==> config.mk <==
export PLATFORM = sky130hd
export DESIGN_NAME = emt_ext_mem_timing
export DESIGN_NICKNAME = d
export VERILOG_FILES = /design/src/rtl/emt_ext_mem_timing.v
export VERILOG_INCLUDE_DIRS = /design/src /design/src/pkg
export SDC_FILE = /design/constraint.sdc
export NUM_CORES = 1
export LEC_CHECK = 0
export BUFFER_PORTS_ARGS = -buffer_cell sky130_fd_sc_hd__buf_4
export CAP_MARGIN = 15
export CORE_MARGIN = 4
export CORE_UTILIZATION = 30
export CTS_BUF_LIST = sky130_fd_sc_hd__clkbuf_4
export DETAILED_ROUTE_END_ITERATION = 12
export PLACE_DENSITY = 0.5
export SYNTH_ARGS = -nofsm -noshare
export SYNTH_HDL_FRONTEND = slang
export SYNTH_SLANG_ARGS = --single-unit
==> constraint.sdc <==
create_clock -name sys_clk_i -period 5.03 [get_ports sys_clk_i]
set_input_delay 0 -clock sys_clk_i [delete_from_list [all_inputs] [get_ports sys_clk_i]]
set_output_delay 0 -clock sys_clk_i [all_outputs]
set_load 0.05 [all_outputs]
==> src/pkg/emt_defs.vh <==
`ifndef EMT_DEFS_VH
`define EMT_DEFS_VH
`define EMT_TC_ADDR 8'h84
`define EMT_TC_RESET 8'hFF
`define EMT_TC_SETUP_HI 7
`define EMT_TC_SETUP_LO 6
`define EMT_TC_WIDTH_HI 5
`define EMT_TC_WIDTH_LO 2
`define EMT_TC_HOLD_HI 1
`define EMT_TC_HOLD_LO 0
`define EMT_MODE_MUX_NB0 3'h1
`define EMT_MODE_MUX_BS 3'h2
`define EMT_MODE_MUX_NB1 3'h3
`define EMT_MODE_SEP_NB0 3'h5
`define EMT_MODE_SEP_BS 3'h6
`define EMT_MODE_SEP_NB1 3'h7
`define EMT_EXTRA_CYCLES 4
`endif

==> src/rtl/emt_ext_mem_timing.v <==
`timescale 1ns/10ps
`include "emt_defs.vh"
module emt_ext_mem_timing (
    input wire sys_clk_i,
    input wire reset_n_i,
    input wire sfr_wr_i,
    input wire sfr_rd_i,
    input wire [7:0] sfr_addr_i,
    input wire [7:0] sfr_wdata_i,
    output reg [7:0] sfr_rdata_o,
    input wire [2:0] bus_mux_select_i,
    input wire [1:0] latch_pulse_width_i,
    input wire [7:0] ext_mem_page_select_i,
    input wire [7:0] indirect_pointer_a_i,
    input wire [7:0] indirect_pointer_b_i,
    input wire [15:0] wide_data_pointer_i,
    input wire req_i,
    input wire req_write_i,
    input wire req_wide_i,
    input wire req_ptr_b_i,
    input wire [7:0] req_wdata_i,
    output reg busy_o,
    output reg done_o,
    output reg [7:0] rdata_o,
    output reg [7:0] addr_hi_o,
    output reg addr_hi_oe_o,
    output reg [7:0] addr_lo_o,
    output reg addr_lo_oe_o,
    output reg [7:0] data_o,
    output reg data_oe_o,
    input wire [7:0] data_i,
    output reg ale_o,
    output reg wr_n_o,
    output reg rd_n_o
);
    localparam S_IDLE = 7'h01;
    localparam S_ALEH = 7'h02;
    localparam S_ALEL = 7'h04;
    localparam S_SETUP = 7'h08;
    localparam S_STRB = 7'h10;
    localparam S_HOLD = 7'h20;
    localparam S_TAIL = 7'h40;
    // Entry decode and hold exit take two of the fixed extra cycles, the tail the rest
    localparam [4:0] TAIL_LOAD = 5'd`EMT_EXTRA_CYCLES - 5'd3;

    reg [7:0] tc_q;
    reg [6:0] st_q;
    reg [6:0] st_d;
    reg [4:0] cnt_q;
    reg [4:0] cnt_d;
    reg wr_q;
    reg [7:0] wd_q;
    reg [1:0] lw_q;

    // Mode decode for multiplexed operation
    function emt_is_mux;
        input [2:0] mode;
        begin
            emt_is_mux = (mode == `EMT_MODE_MUX_NB0) || (mode == `EMT_MODE_MUX_BS) ||
                (mode == `EMT_MODE_MUX_NB1);
        end
    endfunction

    function emt_is_sep;
        input [2:0] mode;
        begin
            emt_is_sep = (mode == `EMT_MODE_SEP_NB0) || (mode == `EMT_MODE_SEP_BS) ||
                (mode == `EMT_MODE_SEP_NB1);
        end
    endfunction

    function emt_has_bank;
        input [2:0] mode;
        begin
            emt_has_bank = (mode == `EMT_MODE_MUX_BS) || (mode == `EMT_MODE_SEP_BS);
        end
    endfunction

    // Low address byte of an access
    function [7:0] emt_low_addr;
        input wide;
        input use_b;
        input [7:0] ptr_a;
        input [7:0] ptr_b;
        input [15:0] wide_ptr;
        begin
            if (wide) begin
                emt_low_addr = wide_ptr[7:0];
            end else if (use_b) begin
                emt_low_addr = ptr_b;
            end else begin
                emt_low_addr = ptr_a;
            end
        end
    endfunction

    function [4:0] emt_count2;
        input [1:0] field;
        begin
            emt_count2 = {3'b000, field};
        end
    endfunction

    // Timing fields of the control register
    wire [1:0] setup_f = tc_q[`EMT_TC_SETUP_HI:`EMT_TC_SETUP_LO];
    wire [3:0] width_f = tc_q[`EMT_TC_WIDTH_HI:`EMT_TC_WIDTH_LO];
    wire [1:0] hold_f = tc_q[`EMT_TC_HOLD_HI:`EMT_TC_HOLD_LO];
    wire mode_mux = emt_is_mux(bus_mux_select_i);
    wire mode_sep = emt_is_sep(bus_mux_select_i);
    wire mode_bank = emt_has_bank(bus_mux_select_i);
    wire [7:0] lo_addr = emt_low_addr(req_wide_i, req_ptr_b_i, indirect_pointer_a_i, indirect_pointer_b_i,
        wide_data_pointer_i);
    wire start = req_i && (st_q == S_IDLE) && (mode_mux || mode_sep);
    wire last = (cnt_q == 5'h00);

    // Register write/read at one address, independent of page
    always @(posedge sys_clk_i or negedge reset_n_i) begin
        if (!reset_n_i) begin
            tc_q <= `EMT_TC_RESET;
            sfr_rdata_o <= 8'h00;
        end else begin
            if (sfr_wr_i && sfr_addr_i == `EMT_TC_ADDR) begin
                tc_q <= sfr_wdata_i;
            end
            if (sfr_rd_i && sfr_addr_i == `EMT_TC_ADDR) begin
                sfr_rdata_o <= tc_q;
            end else begin
                sfr_rdata_o <= 8'h00;
            end
        end
    end

    // Next state and cycle count of one off-chip access
    always @* begin
        st_d = st_q;
        cnt_d = cnt_q;
        case (st_q)
            S_IDLE: begin
                if (start) begin
                    if (mode_mux) begin
                        cnt_d = emt_count2(latch_pulse_width_i);
                        st_d = S_ALEH;
                    end else begin
                        cnt_d = emt_count2(setup_f);
                        st_d = S_SETUP;
                    end
                end
            end
            S_ALEH: begin
                if (last) begin
                    cnt_d = emt_count2(lw_q);
                    st_d = S_ALEL;
                end else begin
                    cnt_d = cnt_q - 5'h01;
                end
            end
            S_ALEL: begin
                if (last) begin
                    cnt_d = emt_count2(setup_f);
                    st_d = S_SETUP;
                end else begin
                    cnt_d = cnt_q - 5'h01;
                end
            end
            S_SETUP: begin
                if (last) begin
                    cnt_d = {1'b0, width_f};
                    st_d = S_STRB;
                end else begin
                    cnt_d = cnt_q - 5'h01;
                end
            end
            S_STRB: begin
                if (last) begin
                    cnt_d = emt_count2(hold_f);
                    st_d = S_HOLD;
                end else begin
                    cnt_d = cnt_q - 5'h01;
                end
            end
            S_HOLD: begin
                if (last) begin
                    cnt_d = TAIL_LOAD;
                    st_d = S_TAIL;
                end else begin
                    cnt_d = cnt_q - 5'h01;
                end
            end
            S_TAIL: begin
                if (last) begin
                    st_d = S_IDLE;
                end else begin
                    cnt_d = cnt_q - 5'h01;
                end
            end
            default: begin
                st_d = S_IDLE;
                cnt_d = 5'h00;
            end
        endcase
    end

    always @(posedge sys_clk_i or negedge reset_n_i) begin
        if (!reset_n_i) begin
            st_q <= S_IDLE;
            cnt_q <= 5'h00;
        end else begin
            st_q <= st_d;
            cnt_q <= cnt_d;
        end
    end

    // Pins, handshake and captured data follow the state register
    always @(posedge sys_clk_i or negedge reset_n_i) begin
        if (!reset_n_i) begin
            wr_q <= 1'b0;
            wd_q <= 8'h00;
            lw_q <= 2'h0;
            busy_o <= 1'b0;
            done_o <= 1'b0;
            rdata_o <= 8'h00;
            addr_hi_o <= 8'h00;
            addr_hi_oe_o <= 1'b0;
            addr_lo_o <= 8'h00;
            addr_lo_oe_o <= 1'b0;
            data_o <= 8'h00;
            data_oe_o <= 1'b0;
            ale_o <= 1'b0;
            wr_n_o <= 1'b1;
            rd_n_o <= 1'b1;
        end else begin
            done_o <= 1'b0;
            case (st_q)
                S_IDLE: begin
                    if (start) begin
                        busy_o <= 1'b1;
                        wr_q <= req_write_i;
                        wd_q <= req_wdata_i;
                        lw_q <= latch_pulse_width_i;
                        if (req_wide_i) begin
                            addr_hi_o <= wide_data_pointer_i[15:8];
                            addr_hi_oe_o <= 1'b1;
                        end else if (mode_bank) begin
                            addr_hi_o <= ext_mem_page_select_i;
                            addr_hi_oe_o <= 1'b1;
                        end else begin
                            addr_hi_oe_o <= 1'b0;
                        end
                        if (mode_mux) begin
                            addr_lo_o <= 8'h00;
                            addr_lo_oe_o <= 1'b0;
                            data_o <= lo_addr;
                            data_oe_o <= 1'b1;
                            ale_o <= 1'b1;
                        end else begin
                            addr_lo_o <= lo_addr;
                            addr_lo_oe_o <= 1'b1;
                            data_o <= req_wdata_i;
                            data_oe_o <= req_write_i;
                        end
                    end
                end
                S_ALEH: begin
                    if (last) begin
                        ale_o <= 1'b0;
                    end
                end
                S_ALEL: begin
                    if (last) begin
                        data_o <= wd_q;
                        data_oe_o <= wr_q;
                    end
                end
                S_SETUP: begin
                    if (last) begin
                        wr_n_o <= ~wr_q;
                        rd_n_o <= wr_q;
                    end
                end
                S_STRB: begin
                    if (last) begin
                        if (!wr_q) begin
                            rdata_o <= data_i;
                        end
                        wr_n_o <= 1'b1;
                        rd_n_o <= 1'b1;
                    end
                end
                S_HOLD: begin
                    if (last) begin
                        addr_hi_oe_o <= 1'b0;
                        addr_lo_oe_o <= 1'b0;
                        data_oe_o <= 1'b0;
                    end
                end
                S_TAIL: begin
                    if (last) begin
                        busy_o <= 1'b0;
                        done_o <= 1'b1;
                    end
                end
                default: begin
                    busy_o <= 1'b0;
                end
            endcase
        end
    end
endmodule // emt_ext_mem_timing

==> results.cfg <==
[sta]
worst_pin_slew_ns = 1.039
fin_tns_setup_ns = 0
post-route-period-util = 0.5975
fmax_mhz = 332.7
setup_violations = 0
maxSlewViolCount = 0
fin_ws_ns = 2.025
maxSlewHeadroom = 0.3076
min_period_ns = 3.005
worst_clock_skew_ns = 0.02664
rsz0062_at_grt = false
whs_ns = 0.03856
hold_viol_final = 0

[final_layout]
final_common_cell = buf_4
area_delta_synth_final_pct = 47.19
regArea_um2 = 1991
drive_gt1_frac = 0.3473
fillers = 1213
final_cells = 745
layout_common_cells = buf_4, nand2_1, dfrtp_1, dlygate4sd3_1, nor2_1
antenna_cells = 0
final_util = 0.4570
multi_input_area_um2 = 1859
nets = 655

[power_and_ir_drop]
p_sw_frac = 0.4707
power.share.clock = 0.150
switchingPower_uw = 1537
ir_worst_vdd_mv = 0.2973
power.share.sequential = 0.314
power_density_nw_per_um2 = 559.3
internal_power_uw = 1728
p_leak_uw = 0.002775
comb_power_share = 0.536

[global_route]
first_global_vias = 3761
grt_first_pass_wirelength_um = 18600
track_usage = 0.1576
grt_overflow = 0
grt_start_max_net_pins = 80
antenna_found_initial = 0

[logic_synthesis]
ys_types = 67
avgSynthCellArea_um2 = 10.25
synth_nets = 474
synth_seq_area_share = 0.5019
syn_area_um2 = 3966
synth_top_area_frac = 0.4290
synthCells = 387
ys.flop_type = dfrtp_1
synth_top_cell_by_area = dfrtp_1
synth_seq_cells = 79
yosysWarnings = 0
synth_edf_count = 0
synth_area_leaders = dfrtp_1, dfstp_2, nand2_1, mux2_2, mux2i_1
synth_async_sr_flop_share = 1.000

[hold_path]
hold_start = indirect_pointer_a_i[2]
hold_path.class = input pin to flip-flop

[outcome]
status = completed

[floorplanning]
io_pins = 133
dieHeight_um = 123.0
floorplan.initialDensity = 0.3105
die_w_um = 123.0
die_area_um2 = 15120
std_cell_rows = 41
core_area_um2 = 12770

[setup_path]
worstSetupEndpointType = flip-flop
cp-startpoint = st_q[3]$_DFFE_PN0P_
cp_slowest_cell = nand2_1
cp.required_ns = 5.44
worst-path-buf-inv = 1
worst_path_largest_cell_delay_ns = 0.61
path_cells = nor4_2, and2_1, nand2_1, o31ai_1, dlygate4sd3_1
r2r_start = st_q[3]$_DFFE_PN0P_
path_class = flip-flop to flip-flop
critPathTopFamily = simple AND/OR/NAND/NOR gates
worst-path-max-fanout = 30
worstPathArrival_ns = 3.42
setup.worst_path.start_class = flip-flop

[placed_design]
io_buffer_count = 132
place_ws_ns = 2.147
numPlacedInstances = 672
place_congestion = 0.8866
dp_hpwl_um = 8337

[detailed_routing]
antenna_left = 0
avgRoutedWirePerCell_um = 15.46
vias_per_cell = 4.832
firstDrtPassIters = 5
drt_iter0_markers = 103
vias = 3600
routed_wl_um = 11520
route.detailed.drc = 0

[clock_tree]
cts_buffer_depth = 2
cts_buffers = 9
clk_pin_slew_worst_paths_ns = 0.15
clk_latency_ns = 0.46
htreeDepth = 3
cts_root_buf = clkbuf_4
clkSinkCount = 79
cts_tree = yes

[flow_run]
drv_cap = 0
-- synth_stat cells (all sizes together) (2+ instances only) --
master,number
o22ai,3
inv,6
or4,2
nand3,6
o211ai,11
o21bai,3
a21oi,15
o31ai,8
or2,2
clkbuf,12
o221a,8
dfrtp,68
mux2i,17
nor2,22
nor3,6
o32ai,3
ha,2
nor4b,2
a22oi,2
and4b,2
and3,9
and2,3
o22a,2
buf,8
mux2,18
a31oi,2
o21ai,24
nor4,2
or3,2
nand3b,3
a211oi,2
dfstp,11
nor3b,3
and3b,2
nand4,3
nand2,74
nor2b,4
-- registers in the layout, indices dropped and copies added, names as in the netlist, 2 cells and up --
name         flops
data_o           8
addr_hi_o        8
wd_q             8
rdata_o          8
cnt_q            5
sfr_rdata_o      8
addr_lo_o        8
st_q             7
lw_q             2
tc_q             8
-- area by class of cell --
class	instances	share of cell area
Clock buffer	11	0.01414
Clock inverter	5	0.01693
Inverter	6	0.003858
Multi-Input combinational cell	282	0.3185
Sequential cell	79	0.3410
Tap cell	172	0.03686
Timing Repair Buffer	190	0.2688
-- worst register-to-register path, stage by stage (launching register included) --
cell           delay [ns]
dfrtp_1              0.50
nor4_2               0.55
and2_1               0.27
nand2_1              0.61
o31ai_1              0.47
dlygate4sd3_1        0.58
-- final timing paths --
| path | to | depth (start not counted) | slack [ns] |
|---|---|---|---|
| setup / recovery | addr_lo_o[5]$_DFFE_PN0P_ | 5 | 2.02 |
| hold / removal | addr_lo_o[2]$_DFFE_PN0P_ | 5 | 0.04 |
| setup reg to reg | addr_lo_o[5]$_DFFE_PN0P_ | 5 | 2.02 |
| hold reg to reg | addr_hi_o[6]$_DFFE_PN0P_ | 2 | 0.49 |
| max in group asynchronous | sfr_rdata_o[5]$_DFF_PN0_ | 2 | 4.10 |
| min in group asynchronous | wd_q[0]$_DFFE_PN0P_ | 2 | 0.25 |
-- layer usage --
metal / vias to the layer above / part of all wire / GRT usage
met5: - / 0 / 0
met4: 0 / 0.023 / 0.06090
met3: 21 / 0.070 / 0.05261
met2: 113 / 0.48 / 0.2559
met1: 1701 / 0.43 / 0.1943
li1: 1765 / - / -
-- stage by stage --
step | area (um^2) | total power, uW
finish | 5838 | 3265
global route | 5838 | 3489
CTS | 5838 | 3302
detailed placement | 5086 | 2761
global placement | 5086 | 2751
floorplan | 3966 | 2258
-- cell families after synthesis --
| family | count (synthesis) | synth area share |
|---|---|---|
| flops | 79 | 0.5019 |
| mux | 35 | 0.09400 |
| compound gates | 93 | 0.1713 |
| xor+xnor | 2 | 0.004417 |
| fa+ha+maj | 2 | 0.006308 |
| simple gates | 150 | 0.1927 |
| buf+inv | 26 | 0.02934 |
-- what timing repair did --
item | CTS | global route
setup buffers | 0 | 0
gates resized for setup | 0 | 0
hold endpoints to repair | 130 | 0
setup endpoints to repair | 0 | 0
hold buffers | 57 | 0
-- power groups by stage --
stage / clock network [uW] / registers, uW / logic (uW)
floorplan: 0 / 1490 / 766
global placement: 0 / 1040 / 1710
detailed placement: 0 / 1040 / 1720
finish: 491 / 1030 / 1750
global route: 529 / 1060 / 1900
CTS: 508 / 1030 / 1770
No activity file was read; power rests on OpenSTA's default activity.
